==> config.mk <==
export PLATFORM = sky130hd
export DESIGN_NAME = ipc_irq_gpio_unit
export DESIGN_NICKNAME = d
export VERILOG_FILES = /design/src/rtl/ipc_pkg.sv /design/src/rtl/ipc_gpio_cell.sv /design/src/rtl/ipc_irq_gpio_unit.sv /design/src/rtl/ipc_sticky.sv
export SDC_FILE = /design/constraint.sdc
export NUM_CORES = 1
export LEC_CHECK = 0
export ABC_AREA = 1
export BUFFER_PORTS_ARGS = -buffer_cell sky130_fd_sc_hd__buf_4
export CORE_MARGIN = 4
export CORE_UTILIZATION = 50
export DETAILED_ROUTE_END_ITERATION = 12
export GPL_TIMING_DRIVEN = 0
export PLACE_DENSITY_LB_ADDON = 0.08
export SETUP_SLACK_MARGIN = 0.1
export SLEW_MARGIN = 5
export SYNTH_ARGS = -nofsm -noshare
export SYNTH_HDL_FRONTEND = slang
export SYNTH_SLANG_ARGS = --single-unit
==> constraint.sdc <==
create_clock -name CLK -period 1.3 [get_ports CLK]
set_clock_uncertainty 0.1 [all_clocks]
set_input_delay 0.065 -clock CLK [delete_from_list [all_inputs] [get_ports CLK]]
set_output_delay 0.065 -clock CLK [all_outputs]
set_load 0.01 [all_outputs]
==> src/rtl/ipc_pkg.sv <==
// shared constants, register map and carrier types of the irq and gpio configuration unit
package ipc_pkg;

   // ==========================================================
   // bus geometry
   localparam int ADDR_W    = 10;
   localparam int DATA_W    = 32;
   localparam int NUM_CLIP  = 6;
   localparam int NUM_GPIO  = 7;
   localparam int NUM_GMASK = 4;

   // ==========================================================
   // register indices, byte address is four times the index
   localparam logic [7:0] IDX_STYLE_CTRL  = 8'h28;
   localparam logic [7:0] IDX_SRC_MASK    = 8'h29;
   localparam logic [7:0] IDX_EVENT_FLAGS = 8'h2A;
   localparam logic [7:0] IDX_CLIP_FLAGS  = 8'h2B;
   localparam logic [7:0] IDX_PIN_DIR     = 8'h2C;
   localparam logic [7:0] IDX_PIN_POL     = 8'h2D;
   localparam logic [7:0] IDX_PIN_TRIG    = 8'h2E;
   localparam logic [7:0] IDX_PIN_STATUS  = 8'h2F;
   localparam logic [7:0] IDX_PIN_MASK    = 8'h30;

   // ==========================================================
   // field positions
   localparam int STYLE_LSB        = 6;
   localparam int CLIP_TRIG_BIT    = 0;
   localparam int BIT_UNLOCKED     = 7;
   localparam int BIT_LOCKED       = 6;
   localparam int BIT_RISE_DONE    = 5;
   localparam int BIT_FALL_DONE    = 4;
   localparam int BIT_MUTE_DONE    = 3;
   localparam int BIT_CLIP_SUMMARY = 2;
   localparam int BIT_GPIO_SUMMARY = 1;

   // ==========================================================
   // values after reset
   localparam logic [7:0] RST_STYLE_CTRL = 8'h00;
   localparam logic [7:0] RST_SRC_MASK   = 8'h00;
   localparam logic [6:0] RST_PIN_DIR    = 7'h00;
   localparam logic [6:0] RST_PIN_POL    = 7'h7F;
   localparam logic [6:0] RST_PIN_TRIG   = 7'h00;
   localparam logic [6:0] RST_PIN_OUT    = 7'h00;
   localparam logic [3:0] RST_PIN_MASK   = 4'h0;

   // ==========================================================
   // interrupt pin styles
   typedef enum logic [1:0] {
      STYLE_ACT_HIGH = 2'b00,
      STYLE_ACT_LOW  = 2'b01,
      STYLE_OPEN_DRN = 2'b10,
      STYLE_RESERVED = 2'b11
   } ipc_style_t;

   // ==========================================================
   // apb carriers
   typedef struct packed {
      logic              psel;
      logic              penable;
      logic              pwrite;
      logic [ADDR_W-1:0] paddr;
      logic [DATA_W-1:0] pwdata;
   } ipc_apb_req_t;

   typedef struct packed {
      logic              pready;
      logic              pslverr;
      logic [DATA_W-1:0] prdata;
   } ipc_apb_rsp_t;

endpackage

==> src/rtl/ipc_gpio_cell.sv <==
// one general purpose pin: synchroniser, trigger, status flag and driver
`timescale 1ns/1ps
module ipc_gpio_cell (
   // clock and control
   input  wire logic clk,
   input  wire logic rst_n,
   input  wire logic ce,
   // pin
   input  wire logic pin_i,
   output logic      pin_o,
   output logic      pin_oe_n,
   // configuration
   input  wire logic dir_out,
   input  wire logic pol_drive,
   input  wire logic trig_edge,
   input  wire logic out_val,
   input  wire logic rd_clr,
   // status
   output logic      status
);
   logic s1_reg;
   logic s2_reg;
   logic act_prev_reg;
   logic active;
   logic set_ev;
   logic flag;

   always_ff @(posedge clk) begin
      if (!rst_n) begin
         s1_reg       <= 1'b0;
         s2_reg       <= 1'b0;
         act_prev_reg <= 1'b0;
         pin_o        <= 1'b0;
         pin_oe_n     <= 1'b1;
      end else if (ce) begin
         s1_reg       <= pin_i;
         s2_reg       <= s1_reg;
         act_prev_reg <= active;
         // open drain pulls low only, push-pull drives both levels
         pin_o        <= dir_out & ~pol_drive & out_val;
         pin_oe_n     <= ~dir_out | (pol_drive & out_val);
      end
   end

   assign active = pol_drive ? s2_reg : ~s2_reg;
   assign set_ev = ~dir_out & (trig_edge ? (active & ~act_prev_reg) : active);

   ipc_sticky #(.W(1)) u_flag (
      .clk   (clk),
      .rst_n (rst_n),
      .ce    (ce),
      .set   (set_ev),
      .clr   (rd_clr),
      .q     (flag)
   );

   assign status = dir_out ? out_val : flag;
endmodule

==> src/rtl/ipc_irq_gpio_unit.sv <==
// interrupt aggregation and gpio configuration unit with apb register access
`timescale 1ns/1ps
// Overview of operation
// - interrupt pin style: high, low, open drain
// - clip trigger select: level or edge
// - mask bits seven to two gate their sources onto pin, gpio summary bypasses the mask
// - mask resets zero, bits seven to two
// - status bits sticky since last read
// - status read clears five edge flags
// - status read keeps clip and gpio summaries
// - detail read clears summary in edge mode
// - level mode summary held while level present
// - audio error or lock loss sets unlocked
// - locked and unlocked flags mutually exclusive
// - all channels locked raises locked flag
// - ramp done flags on all channels finished
// - mute done after all muted channels finish
// - clip summary is or of channels
// - six channel clip flags A1 to B3
// - clip flags sticky, read clears in edge
// - clip flags set regardless of mask
// - gpio summary is or of unmasked input status, pins zero to three
// - direction bit: zero input, one output
// - input polarity: zero low, one high
// - output type: zero push-pull, one open drain
// - gpio trigger: zero level, one edge
// - gpio status read clears edge status
module ipc_irq_gpio_unit (
   // clock, reset, enable
   input  wire logic                         CLK,
   input  wire logic                         RSTN,
   input  wire logic                         CE,
   // apb slave
   input  wire ipc_pkg::ipc_apb_req_t        APB_REQ,
   output ipc_pkg::ipc_apb_rsp_t             APB_RSP,
   // converter and volume status, same clock
   input  wire logic                         SRC_ALL_LOCKED,
   input  wire logic                         AUDIO_IF_ERROR,
   input  wire logic                         RAMP_UP_ALL_DONE,
   input  wire logic                         RAMP_DOWN_ALL_DONE,
   input  wire logic                         MUTE_ALL_DONE,
   input  wire logic [ipc_pkg::NUM_CLIP-1:0] CLIP_ACTIVE,
   // general purpose pins
   input  wire logic [ipc_pkg::NUM_GPIO-1:0] GPIO_I,
   output logic      [ipc_pkg::NUM_GPIO-1:0] GPIO_O,
   output logic      [ipc_pkg::NUM_GPIO-1:0] GPIO_OE_N,
   // interrupt pin
   output logic                              IRQ_O,
   output logic                              IRQ_OE_N
);
   import ipc_pkg::*;

   // ==========================================================
   // register state
   logic [7:0]          style_ctrl_reg;
   logic [7:0]          src_mask_reg;
   logic [NUM_GPIO-1:0] pin_dir_reg;
   logic [NUM_GPIO-1:0] pin_pol_reg;
   logic [NUM_GPIO-1:0] pin_trig_reg;
   logic [NUM_GPIO-1:0] pin_out_reg;
   logic [3:0]          pin_mask_reg;
   logic [7:0]          rdata_reg;
   logic [3:0]          lvl_prev_reg;
   logic [NUM_CLIP-1:0] clip_prev_reg;
   logic                irq_o_reg;
   logic                irq_oe_n_reg;

   // ==========================================================
   // apb decode
   logic       setup_ph;
   logic       access_ph;
   logic       rd_setup;
   logic       wr_take;
   logic [7:0] idx;
   logic       aligned;
   logic       hit_style;
   logic       hit_mask;
   logic       hit_flags;
   logic       hit_clip;
   logic       hit_dir;
   logic       hit_pol;
   logic       hit_trig;
   logic       hit_pstat;
   logic       hit_pmask;
   logic       mapped;
   logic [7:0] wbyte;

   assign setup_ph  = APB_REQ.psel & ~APB_REQ.penable;
   assign access_ph = APB_REQ.psel & APB_REQ.penable;
   assign rd_setup  = CE & setup_ph & ~APB_REQ.pwrite;
   assign wr_take   = CE & access_ph & APB_REQ.pwrite;
   assign idx       = APB_REQ.paddr[9:2];
   assign aligned   = APB_REQ.paddr[1:0] == 2'b00;
   assign hit_style = aligned & (idx == IDX_STYLE_CTRL);
   assign hit_mask  = aligned & (idx == IDX_SRC_MASK);
   assign hit_flags = aligned & (idx == IDX_EVENT_FLAGS);
   assign hit_clip  = aligned & (idx == IDX_CLIP_FLAGS);
   assign hit_dir   = aligned & (idx == IDX_PIN_DIR);
   assign hit_pol   = aligned & (idx == IDX_PIN_POL);
   assign hit_trig  = aligned & (idx == IDX_PIN_TRIG);
   assign hit_pstat = aligned & (idx == IDX_PIN_STATUS);
   assign hit_pmask = aligned & (idx == IDX_PIN_MASK);
   assign mapped    = hit_style | hit_mask | hit_flags | hit_clip | hit_dir |
                      hit_pol | hit_trig | hit_pstat | hit_pmask;
   assign wbyte     = APB_REQ.pwdata[7:0];

   // reads take their side effects at the capture edge so nothing slips between
   logic rd_flags;
   logic rd_clip;
   logic rd_pstat;

   assign rd_flags = rd_setup & hit_flags;
   assign rd_clip  = rd_setup & hit_clip;
   assign rd_pstat = rd_setup & hit_pstat;

   // ==========================================================
   // event detection
   logic lock_rise;
   logic lock_fall;
   logic rise_done;
   logic fall_done;
   logic mute_done;
   logic unlock_set;
   logic lock_set;

   assign lock_rise  = SRC_ALL_LOCKED & ~lvl_prev_reg[0];
   assign lock_fall  = ~SRC_ALL_LOCKED & lvl_prev_reg[0];
   assign rise_done  = RAMP_UP_ALL_DONE & ~lvl_prev_reg[1];
   assign fall_done  = RAMP_DOWN_ALL_DONE & ~lvl_prev_reg[2];
   assign mute_done  = MUTE_ALL_DONE & ~lvl_prev_reg[3];
   assign unlock_set = lock_fall | AUDIO_IF_ERROR;
   // unlock wins when both arise in one cycle
   assign lock_set   = lock_rise & ~unlock_set;

   // ==========================================================
   // edge flags: unlocked, locked, rise, fall, mute
   logic [4:0] ev_set;
   logic [4:0] ev_clr;
   logic [4:0] ev_q;

   assign ev_set = {unlock_set, lock_set, rise_done, fall_done, mute_done};
   assign ev_clr = {rd_flags | lock_set, rd_flags | unlock_set, {3{rd_flags}}};

   ipc_sticky #(.W(5)) u_events (
      .clk   (CLK),
      .rst_n (RSTN),
      .ce    (CE),
      .set   (ev_set),
      .clr   (ev_clr),
      .q     (ev_q)
   );

   // ==========================================================
   // channel clip flags, bit 0 is A1 up to bit 5 B3
   logic                clip_edge_mode;
   logic [NUM_CLIP-1:0] clip_set;
   logic [NUM_CLIP-1:0] clip_q;
   logic                clip_summary;

   assign clip_edge_mode = style_ctrl_reg[CLIP_TRIG_BIT];
   // level mode keeps setting while active, so a read only clears a gone level
   assign clip_set = clip_edge_mode ? (CLIP_ACTIVE & ~clip_prev_reg) : CLIP_ACTIVE;

   ipc_sticky #(.W(NUM_CLIP)) u_clip (
      .clk   (CLK),
      .rst_n (RSTN),
      .ce    (CE),
      .set   (clip_set),
      .clr   ({NUM_CLIP{rd_clip}}),
      .q     (clip_q)
   );

   assign clip_summary = |clip_q;

   // ==========================================================
   // general purpose pins
   logic [NUM_GPIO-1:0] pin_status;
   logic                gpio_summary;

   genvar g;
   generate
      for (g = 0; g < NUM_GPIO; g++) begin : g_pin
         ipc_gpio_cell u_cell (
            .clk       (CLK),
            .rst_n     (RSTN),
            .ce        (CE),
            .pin_i     (GPIO_I[g]),
            .pin_o     (GPIO_O[g]),
            .pin_oe_n  (GPIO_OE_N[g]),
            .dir_out   (pin_dir_reg[g]),
            .pol_drive (pin_pol_reg[g]),
            .trig_edge (pin_trig_reg[g]),
            .out_val   (pin_out_reg[g]),
            .rd_clr    (rd_pstat),
            .status    (pin_status[g])
         );
      end
   endgenerate

   assign gpio_summary = |(pin_status[3:0] & pin_mask_reg & ~pin_dir_reg[3:0]);

   // ==========================================================
   // status word and interrupt pin
   logic [7:0] flags_word;
   logic       irq_any;
   ipc_style_t style;

   assign flags_word = {ev_q, clip_summary, gpio_summary, 1'b0};
   assign irq_any    = (|(flags_word[7:2] & src_mask_reg[7:2])) | gpio_summary;
   assign style      = ipc_style_t'(style_ctrl_reg[STYLE_LSB +: 2]);

   logic irq_o_next;
   logic irq_oe_n_next;

   assign irq_o_next    = (style == STYLE_ACT_HIGH) ? irq_any :
                          (style == STYLE_ACT_LOW)  ? ~irq_any : 1'b0;
   // reserved style releases the pin instead of guessing a level
   assign irq_oe_n_next = (style == STYLE_OPEN_DRN) ? ~irq_any :
                          (style == STYLE_RESERVED) ? 1'b1 : 1'b0;

   // ==========================================================
   // read selection
   logic [7:0] rd_word;

   assign rd_word = hit_style ? {style_ctrl_reg[7:6], 5'h00, style_ctrl_reg[0]} :
                    hit_mask  ? {src_mask_reg[7:2], 2'b00} :
                    hit_flags ? flags_word :
                    hit_clip  ? {2'b00, clip_q} :
                    hit_dir   ? {1'b0, pin_dir_reg} :
                    hit_pol   ? {1'b0, pin_pol_reg} :
                    hit_trig  ? {1'b0, pin_trig_reg} :
                    hit_pstat ? {1'b0, pin_status} :
                    hit_pmask ? {4'h0, pin_mask_reg} : 8'h00;

   logic pready_w;
   logic pslverr_w;

   // zero wait states: ready in every enabled access cycle
   assign pready_w  = CE & access_ph;
   assign pslverr_w = pready_w & ~mapped;
   assign APB_RSP   = {pready_w, pslverr_w, 24'h000000, rdata_reg};

   // ==========================================================
   // register updates
   always_ff @(posedge CLK) begin
      if (!RSTN) begin
         style_ctrl_reg <= RST_STYLE_CTRL;
         src_mask_reg   <= RST_SRC_MASK;
         pin_dir_reg    <= RST_PIN_DIR;
         pin_pol_reg    <= RST_PIN_POL;
         pin_trig_reg   <= RST_PIN_TRIG;
         pin_out_reg    <= RST_PIN_OUT;
         pin_mask_reg   <= RST_PIN_MASK;
      end else if (wr_take) begin
         if (hit_style) begin
            style_ctrl_reg <= {wbyte[7:6], 5'h00, wbyte[0]};
         end
         if (hit_mask) begin
            src_mask_reg <= {wbyte[7:2], 2'b00};
         end
         if (hit_dir) begin
            pin_dir_reg <= wbyte[6:0];
         end
         if (hit_pol) begin
            pin_pol_reg <= wbyte[6:0];
         end
         if (hit_trig) begin
            pin_trig_reg <= wbyte[6:0];
         end
         if (hit_pstat) begin
            pin_out_reg <= wbyte[6:0];
         end
         if (hit_pmask) begin
            pin_mask_reg <= wbyte[3:0];
         end
      end
   end

   always_ff @(posedge CLK) begin
      if (!RSTN) begin
         rdata_reg     <= 8'h00;
         lvl_prev_reg  <= 4'h0;
         clip_prev_reg <= '0;
         irq_o_reg     <= 1'b0;
         irq_oe_n_reg  <= 1'b0;
      end else if (CE) begin
         if (rd_setup) begin
            rdata_reg <= rd_word;
         end
         lvl_prev_reg  <= {MUTE_ALL_DONE, RAMP_DOWN_ALL_DONE, RAMP_UP_ALL_DONE, SRC_ALL_LOCKED};
         clip_prev_reg <= CLIP_ACTIVE;
         irq_o_reg     <= irq_o_next;
         irq_oe_n_reg  <= irq_oe_n_next;
      end
   end

   assign IRQ_O    = irq_o_reg;
   assign IRQ_OE_N = irq_oe_n_reg;
endmodule

==> src/rtl/ipc_sticky.sv <==
// vector of sticky flags where a set beats a clear in the same cycle
`timescale 1ns/1ps
module ipc_sticky #(
   parameter int W = 1
) (
   // clock and control
   input  wire logic         clk,
   input  wire logic         rst_n,
   input  wire logic         ce,
   // set and clear
   input  wire logic [W-1:0] set,
   input  wire logic [W-1:0] clr,
   // flags
   output logic      [W-1:0] q
);
   always_ff @(posedge clk) begin
      if (!rst_n) begin
         q <= '0;
      end else if (ce) begin
         q <= set | (q & ~clr);
      end
   end
endmodule

==> impl_metrics.toml, run 1 <==
[worst_setup_path]
reg2reg_to = "rdata_reg[2]"
crit_fanout = 4
r2r_cells = 6
reg2reg_from = "pin_pol_reg[2]"
worst_ep_arrival_time_ns = 1.78
path_class = "reg2reg"
end_kind = "register"
critical_path.startpoint_type = "register"
cp.required_ns = 1.64
ff2ff_setup_slack_ns = -0.14

[final_layout]
drive_gt1_share_pct = 35.52
nets = 982
diodes = 0
final_area_mm2 = 0.008107
fillers = 825
largest_reg_flops = 8
syn2layout_area_growth_pct = 45.82
final_core_util_pct = 74.78
final-instance-count-excl-fill = 1069

[timing]
slew_violations = 0
fin_setup_tns_ns = -0.7181
finalSetupViolCount = 10
finalCritPeriodShare_pct = 110.5
rsz0062_at_grt = "true"
max-slew-margin-rel_pct = 49.41
hold_viol_final = 14
min_period_ns = 1.436
fmax_mhz = 696.4
worst_slack_ns = -0.1359
tightest_slew_ns = 0.7588
timing.hold.ws_ns = -0.1579

[synthesis]
synthDistinctLibCells = 46
synth_area_mm2 = 0.005559
ys_warn_count = 0
yosysSeqAreaShare_pct = 41.05
ys_ff_latch = 114
avgSynthCellArea_um2 = 7.383
synthCells = 753

[run_status]
status = "finished, violations left"
violations = "hold timing, setup timing"

[power_and_ir_drop]
power_uw = 9391
vdd_drop_max_uv = 1009
power_density_mw_per_mm2 = 1158
p_leak_uw = 0.003483

[clock_network]
cts_buffer_depth = 2
path_clk_slew_ns = 0.06
cts_root_buffer = "clkbuf_8"
clock_sinks = 114
cts_tree = "yes"
insertion_delay_ns = 0.52
numCtsBuffers = 17
htreeDepth = 4

[hold_path]
min_path_type = "in2reg"
min_to = "g_pin[3].u_cell.pin_o"
min_path_cells = 3
hp-start = "RSTN"

[route]
drt.antenna.violating_nets = 0
first_pass_iters = 5
num_vias = 5884
viasPerCell = 5.504
first_iter_violations = 509
drc = 0
totalWireLength_um = 19510
routedWlPerCell_um = 18.25

[floorplanning]
start_util_pct = 51.28
die_w_um = 113.4
ios = 116
die_h_um = 113.4
coreArea_mm2 = 0.01084
dieArea_mm2 = 0.01287
num_rows = 38

[global_route]
grt_pass1_wl_um = 29440
grt_max_degree = 17
grt_overflow = 0
grt_pass1_vias = 5495
antenna_found_initial = 0
grtUsageTotal_pct = 29.59

[placement]
hpwl_um = 12960
finalWeightedCongestion = 0.9450
dpl_cell_area_mm2 = 0.006491
dp.cells = 981
io_buffers = 65

[run]
drv_cap = 0
## cell usage in the layout (no fill, tap or decap), types with 17 or more instances in the layout
| master | netlist | layout |
|---|---|---|
| nor2_4 | 6 | 18 |
| buf_6 | 4 | 31 |
| a21oi_1 | 91 | 86 |
| nand2_2 | 3 | 20 |
| nand3_1 | 42 | 32 |
| nand2_1 | 146 | 121 |
| buf_4 | 40 | 101 |
| clkbuf_16 | 0 | 17 |
| dfxtp_2 | 0 | 21 |
| dlygate4sd3_1 | 0 | 32 |
| conb_1 | 1 | 24 |
| inv_1 | 60 | 41 |
| nor2_1 | 82 | 64 |
| dfxtp_1 | 114 | 86 |
| o21ai_0 | 55 | 45 |
| clkbuf_1 | 20 | 22 |
## metrics by stage
stage	setup slack [ns]	hold WS, ns
after floorplan	0.007934	0.09991
after global placement	-0.4810	0.1857
after detailed placement	-0.5075	0.1911
after CTS	-0.1067	-0.1397
after global routing	-0.1791	-0.1422
final	-0.1359	-0.1579
## per-layer routing
| metal | GRT usage (%) | vias to the layer above | share of wire (%) |
|---|---|---|---|
| met5 | 0 | - | 0 |
| met4 | 10.26 | 0 | 2.7 |
| met3 | 5.942 | 44 | 8.2 |
| met2 | 46.92 | 295 | 46 |
| met1 | 40.35 | 2767 | 43 |
| li1 | - | 2778 | - |
## cells by family after synthesis
group,share of synthesized area [%]
XOR/XNOR,0.7877
other,0.06746
buffers and inverters,12.54
AND/OR/NAND/NOR,25.32
flip-flops,41.05
AO/OA/AOI/OAI,20.03
multiplexers,0.2026
## critical path: stages, from the launching register on
cell,delay (ns)
dfxtp_1,0.39
inv_1,0.11
o21ai_0,0.37
o21bai_4,0.13
nand3b_1,0.10
nand2_1,0.05
a21oi_1,0.11
## area by class of cell
cell class	instances	area, µm²	share of cell area (%)
inverters	67	307.8	3.797
clock buffers	24	480.5	5.927
clock inverters	8	125.1	1.543
plain buffers	57	385.4	4.754
flip-flops and latches	114	2335	28.80
repair buffers	133	1199	14.79
multi-input cells	526	3099	38.23
well taps	140	175.2	2.161
## repair_timing
item,in CTS,in global routing
pin swaps,41,34
endpoints found under the setup margin,33,55
gates cloned,0,2
hold buffers,32,3
setup buffers,27,7
resized for setup,100,60
hold endpoints to repair,81,15
## cells in the mapped netlist, drive strengths merged
cell type  number  share of area [%]
nor2           95                8.0
nand3b          2               0.27
o21ai          57                5.2
mux2            1               0.20
or2             3               0.34
clkinv          1              0.067
o21bai          2               0.27
conb            1              0.067
dfxtp         114                 41
a311oi          1               0.27
nand4           3               0.45
nand3          43                4.0
clkbuf         20                1.4
o2111ai         1               0.16
o2bb2ai         1               0.16
nor3            2               0.38
buf            49                6.6
xor2            1               0.16
o211ai         11                1.5
nor4            3               0.88
xnor2           4               0.63
o221ai          1               0.16
a211oi         21                3.4
o31ai           2               0.27
nand2         153                 11
a211o           1               0.16
inv            66                4.5
a21oi          91                8.2
o22ai           3               0.34
## worst max-delay path by stage
stage,from,to,slack (ns),depth (start not counted)
2_1_floorplan,APB_REQ[39],rdata_reg[4],0.008,11
3_3_place_gp,APB_REQ[39],g_pin[6].u_cell.u_flag.q,-0.48,8
3_5_place_dp,APB_REQ[39],g_pin[6].u_cell.u_flag.q,-0.51,8
4_1_cts,pin_dir_reg[5],rdata_reg[5],-0.11,9
5_1_grt,pin_pol_reg[2],rdata_reg[2],-0.18,6
6_report,pin_pol_reg[2],rdata_reg[2],-0.14,6
## report_power, final
group / switching, µW / internal (µW)
registers: 88.2 / 3600
logic: 530 / 415
clock network: 1630 / 3120
total: 2250 / 7140
(Power assumes the default switching activity.)
==> inputs of run 2 (changes only) <==
Settings changed: ABC_AREA 1 to 0.
==> run 2 against run 1 <==
  * The run ends with setup timing left
  * Clock power down 1%
  * Highest routed layer unchanged
  * Via count shrank 10%
  * Synthesized area increased by 3.4%
  * Critical endpoint unchanged
  * Power down 1.6%
  * Synthesized cell count fell by 17%
  * Routed wire length fell by 5.6%
  * Worst setup slack got worse by 0.48 ns
  * Fmax shrank 25%
==> impl_metrics.toml, run 2 <==
[run_status]
status = "finished, violations left"
violations = "setup timing"

[floorplanning]
start_util_pct = 52.09
die_w_um = 115.2
dieArea_mm2 = 0.01327
num_rows = 38
coreArea_mm2 = 0.01103
die_h_um = 115.2
ios = 116

[clock_network]
numCtsBuffers = 17
cts_root_buffer = "clkbuf_16"
cts_buffer_depth = 2
cts_tree = "yes"
htreeDepth = 4
clock_sinks = 114
insertion_delay_ns = 0.42
path_clk_slew_ns = 0.06

[timing]
finalCritPeriodShare_pct = 147.3
min_period_ns = 1.915
max-slew-margin-rel_pct = 56.23
hold_viol_final = 0
rsz0062_at_grt = "true"
finalSetupViolCount = 36
tightest_slew_ns = 0.6566
fmax_mhz = 522.2
timing.hold.ws_ns = 0.07796
fin_setup_tns_ns = -4.575
worst_slack_ns = -0.6151
slew_violations = 0

[global_route]
grt_max_degree = 17
grt_pass1_vias = 5193
grtUsageTotal_pct = 28.56
antenna_found_initial = 0
grt_pass1_wl_um = 28580
grt_overflow = 0

[route]
first_pass_iters = 5
num_vias = 5267
drt.antenna.violating_nets = 0
first_iter_violations = 392
drc = 0
routedWlPerCell_um = 19.64
totalWireLength_um = 18420
viasPerCell = 5.615

[hold_path]
min_path_type = "in2reg"
min_to = "g_pin[4].u_cell.pin_o"
min_path_cells = 2
hp-start = "RSTN"

[worst_setup_path]
critPathTopFamily = "compound AO/OA/AOI/OAI gates"
cp.required_ns = 1.51
critical_path.startpoint_type = "register"
reg2reg_to = "rdata_reg[2]"
path_class = "reg2reg"
cpPeakStageDelay_ns = 0.55
cpMaxStageDelayCell = "or4_4"
reg2reg_from = "u_clip.q[5]"
ff2ff_setup_slack_ns = -0.62
crit_fanout = 2
worst_ep_arrival_time_ns = 2.13
end_kind = "register"
worstPathCellList = "or4_4 -> o32ai_4 -> a2111oi_2 -> a221o_1 -> a32o_1"
r2r_cells = 5
cp_num_buf_inv = 0

[placement]
io_buffers = 65
dp.cells = 850
finalWeightedCongestion = 0.9167
hpwl_um = 12660

[synthesis]
ys_ff_latch = 114
synth_enable_flop_cells = 0
synthCells = 622
synthMostInstantiatedCell = "dfxtp_1"
ys_warn_count = 0
synthTopCellsByCount = "dfxtp_1 (114), nor2b_1 (78), mux2i_1 (73), nand2_1 (58), buf_4 (41)"
synth_area_leaders = "dfxtp_1 (40%), mux2i_1 (13%), nor2b_1 (8.5%), buf_4 (5.4%), nand2_1 (3.8%)"
yosysSeqAreaShare_pct = 39.72
synthDistinctLibCells = 62
avgSynthCellArea_um2 = 9.237
synth-main-ff-cell = "dfxtp_1"
synth_area_mm2 = 0.005746
synth_top_area_share_pct = 39.72
async_reset_ff_share_pct = 0
yosys.area.top_type = "dfxtp_1"

[final_layout]
diodes = 0
nets = 851
largest_reg_flops = 8
layout_common_cells = "buf_4 (122), dfxtp_1 (105), nor2b_1 (76)"
final_common_cell = "buf_4"
syn2layout_area_growth_pct = 39.87
drive_gt1_share_pct = 31.95
final-instance-count-excl-fill = 938

[power_and_ir_drop]
vdd_drop_max_uv = 1066
power_density_mw_per_mm2 = 1149
p_leak_uw = 0.003183

[run]
drv_cap = 0
==> run 2: final cells by class <==
| class | count | area, µm² |
|---|---|---|
| Fill cell | 819 | 2994 |
| Inverter | 4 | 15.01 |
| Buffer | 78 | 536.8 |
| Sequential cell | 114 | 2308 |
| Timing Repair Buffer | 122 | 1056 |
| Tap cell | 140 | 175.2 |
| Clock buffer | 20 | 466.7 |
| Multi-Input combinational cell | 448 | 3348 |
| Clock inverter | 12 | 130.1 |
==> run 2: metrics by stage <==
stage          worst slack [ns]  area (µm²)  utilization [%]  power (µW)
2_1_floorplan           -0.5213        5968                -        4175
6_report                -0.6151        8036            72.86        9237
5_1_grt                 -0.6497        8036            72.86        9498
3_5_place_dp            -0.7049        6631            60.12        4469
4_1_cts                 -0.6106        7971            72.27        9221
3_3_place_gp            -0.7029        6631            60.12        4455
==> run 2: cell families after synthesis <==
kind of cell / Yosys count / synth area share [%]
other: 1 / 0.06527
and+or+nand+nor: 224 / 22.95
DFF: 114 / 39.72
buffers and inverters: 83 / 8.428
xor gates and xnor gates: 8 / 1.220
muxes: 79 / 14.48
AOI/OAI and AO/OA: 113 / 13.13
==> run 2: worst max-delay path by stage <==
stage | startpoint | end | slack, ns | cells after the start
after global placement | u_clip.q[5] | rdata_reg[2] | -0.70 | 5
after CTS | u_clip.q[5] | rdata_reg[2] | -0.61 | 5
after detailed placement | u_clip.q[5] | rdata_reg[2] | -0.70 | 5
final | u_clip.q[5] | rdata_reg[2] | -0.62 | 5
after global routing | u_clip.q[5] | rdata_reg[2] | -0.65 | 5
after floorplan | u_clip.q[5] | rdata_reg[2] | -0.52 | 5
==> run 2: where the power goes <==
part / internal, µW / total [µW] / switching [µW]
clock: 2960 / 4690 / 1720
combinational: 452 / 924 / 473
sequential: 3560 / 3630 / 66.1
total: 6980 / 9240 / 2260
==> run 2: what timing repair did <==
item,CTS,global route
buffers inserted,28,2
gates cloned,1,0
gates resized for setup,71,16
endpoints found under the hold margin,69,0
pin swaps,27,15
setup endpoints to repair,84,67
hold buffers,27,0
==> run 2: per-layer routing <==
layer | up-vias | track usage [%] | part of all wire [%]
li1 | 2473 | - | -
met1 | 2502 | 37.61 | 42
met2 | 245 | 44.87 | 47
met3 | 47 | 6.368 | 7.9
met4 | 0 | 12.83 | 3.4
met5 | - | 0 | 0
==> inputs of run 3 (changes only) <==
Settings changed: SETUP_SLACK_MARGIN 0.1 to 0.02, TNS_END_PERCENT set to 10.
==> run 3 against run 2 <==
  * Critical path depth unchanged
  * Cell count decreased by 2.5%
  * Clock power increased by 4%
  * Critical endpoint unchanged
  * Sequential cell count unchanged
  * Core utilization decreased by 3.2 points
  * Global-route usage decreased by 2.1 points
  * The flow still finishes with violations (setup timing)
  * Non-clock buffer count decreased by 23
  * Count of clock-buffer cells in the layout increased by 3
==> impl_metrics.toml, run 3 (synthesis gave the netlist of run 2 again) <==
[run_status]
status = "finished, violations left"
violations = "setup timing"

[clock_network]
numCtsBuffers = 17
cts_root_buffer = "clkbuf_16"
cts_buffer_depth = 2
clock_sinks = 114
htreeDepth = 4
insertion_delay_ns = 0.42
cts_tree = "yes"
path_clk_slew_ns = 0.05

[run]
drv_cap = 0

[power_and_ir_drop]
p_leak_uw = 0.003036
power_uw = 9392
power_density_mw_per_mm2 = 1223
vdd_drop_max_uv = 1397

[final_layout]
largest_reg_flops = 8
final_common_cell = "buf_4"
layout_common_cells = "buf_4 (110), dfxtp_1 (105), nor2b_1 (77)"
drive_gt1_share_pct = 26.58
fillers = 894
syn2layout_area_growth_pct = 33.67
diodes = 0
final_core_util_pct = 69.62
nets = 828

[timing]
tightest_slew_ns = 0.6997
max-slew-margin-rel_pct = 53.35
fmax_mhz = 514.9
slew_violations = 0
finalCritPeriodShare_pct = 149.4
min_period_ns = 1.942
finalSetupViolCount = 27
rsz0062_at_grt = "true"
worst_slack_ns = -0.6420
hold_viol_final = 0

[global_route]
grt_pass1_vias = 4891
grt_max_degree = 17
grt_pass1_wl_um = 26660
grt_overflow = 0
grtUsageTotal_pct = 26.42
antenna_found_initial = 0

[floorplanning]
coreArea_mm2 = 0.01103
die_w_um = 115.2
ios = 116
dieArea_mm2 = 0.01327
die_h_um = 115.2
start_util_pct = 52.09
num_rows = 38

[route]
first_iter_violations = 383
viasPerCell = 5.529
drt.antenna.violating_nets = 0
routedWlPerCell_um = 18.61
num_vias = 5059
drc = 0
totalWireLength_um = 17030
first_pass_iters = 5

[worst_setup_path]
reg2reg_to = "rdata_reg[2]"
reg2reg_from = "u_clip.q[0]"
cp.required_ns = 1.51
end_kind = "register"
critPathLaunch = "u_clip.q[0]"
path_class = "reg2reg"
ff2ff_setup_slack_ns = -0.64
crit_fanout = 3
r2r_cells = 5
worst_ep_arrival_time_ns = 2.15
endpoint = "rdata_reg[2]"
critical_path.startpoint_type = "register"

[hold_path]
hp-start = "RSTN"
min_path_type = "in2reg"
min_path_cells = 3

[placement]
finalWeightedCongestion = 0.9113
io_buffers = 65
pre_cts_ws_ns = -1.473
hpwl_um = 12190
==> run 3: cell types whose count changed in the layout (fill, tap and decap cells not counted), sizes merged <==
cell and delta:
clkbuf +5, bufinv +2, buf -24, clkinvlp -5, dlygate4sd3 -1
==> run 3: how the worst min path moves through the flow <==
stage / slack (ns) / to
after floorplan: 0.09 / pin_pol_reg[0]
after global placement: 0.23 / g_pin[3].u_cell.s1_reg
after detailed placement: 0.23 / g_pin[2].u_cell.s1_reg
after CTS: 0.01 / u_events.q[3]
after global routing: 0.03 / src_mask_reg[7]
final: 0.03 / u_events.q[3]
==> run 3: power by group <==
part,switching [µW],total [µW],internal [µW]
Combinational,454,884,431
Clock,1580,4880,3300
Sequential,61.0,3630,3570
==> run 3: final cells by class <==
cell class	count	area [µm²]	share of cell area, %
clock buffer	23	467.9	6.093
multi-input combinational	448	3226	42.00
inverter	4	15.01	0.1955
clock inverter	9	152.6	1.988
buffer	79	528.0	6.875
timing repair buffer	98	812.0	10.57
tap	140	175.2	2.281
sequential	114	2303	29.99
==> run 3: worst max-delay path: stages, from the launching register on <==
cell and delay (ns):
dfxtp_2 0.32, or4_4 0.56, o32ai_4 0.22, a2111oi_2 0.11
a221o_1 0.30, a32o_1 0.22
==> run 3: per-stage QoR <==
stage	std cells	hold WS [ns]	cell area (µm²)	TNS [ns]
5_1_grt	915	0.03310	7680	-7.900
2_1_floorplan	645	0.09347	5863	-13.26
6_report	915	0.03178	7680	-5.158
3_5_place_dp	850	0.2334	6526	-74.12
3_3_place_gp	850	0.2258	6526	-71.11
4_1_cts	910	0.009970	7582	-6.600
==> run 3: what timing repair did <==
action	in CTS	in global routing
pin swaps	10	8
endpoints found under the setup margin	105	80
hold endpoints to repair	69	0
hold buffers	26	0
buffers inserted	2	5
gates resized for setup	49	24
==> run 3: routing by layer <==
metal / part of all wire, % / wire (µm) / global-route usage (%) / vias to the layer above
met5: 0 / 0 / 0 / -
met4: 3.0 / 509 / 10.80 / 0
met3: 8.4 / 1435 / 6.579 / 42
met2: 48 / 8182 / 43.40 / 211
met1: 41 / 6899 / 33.19 / 2388
li1: - / - / - / 2418
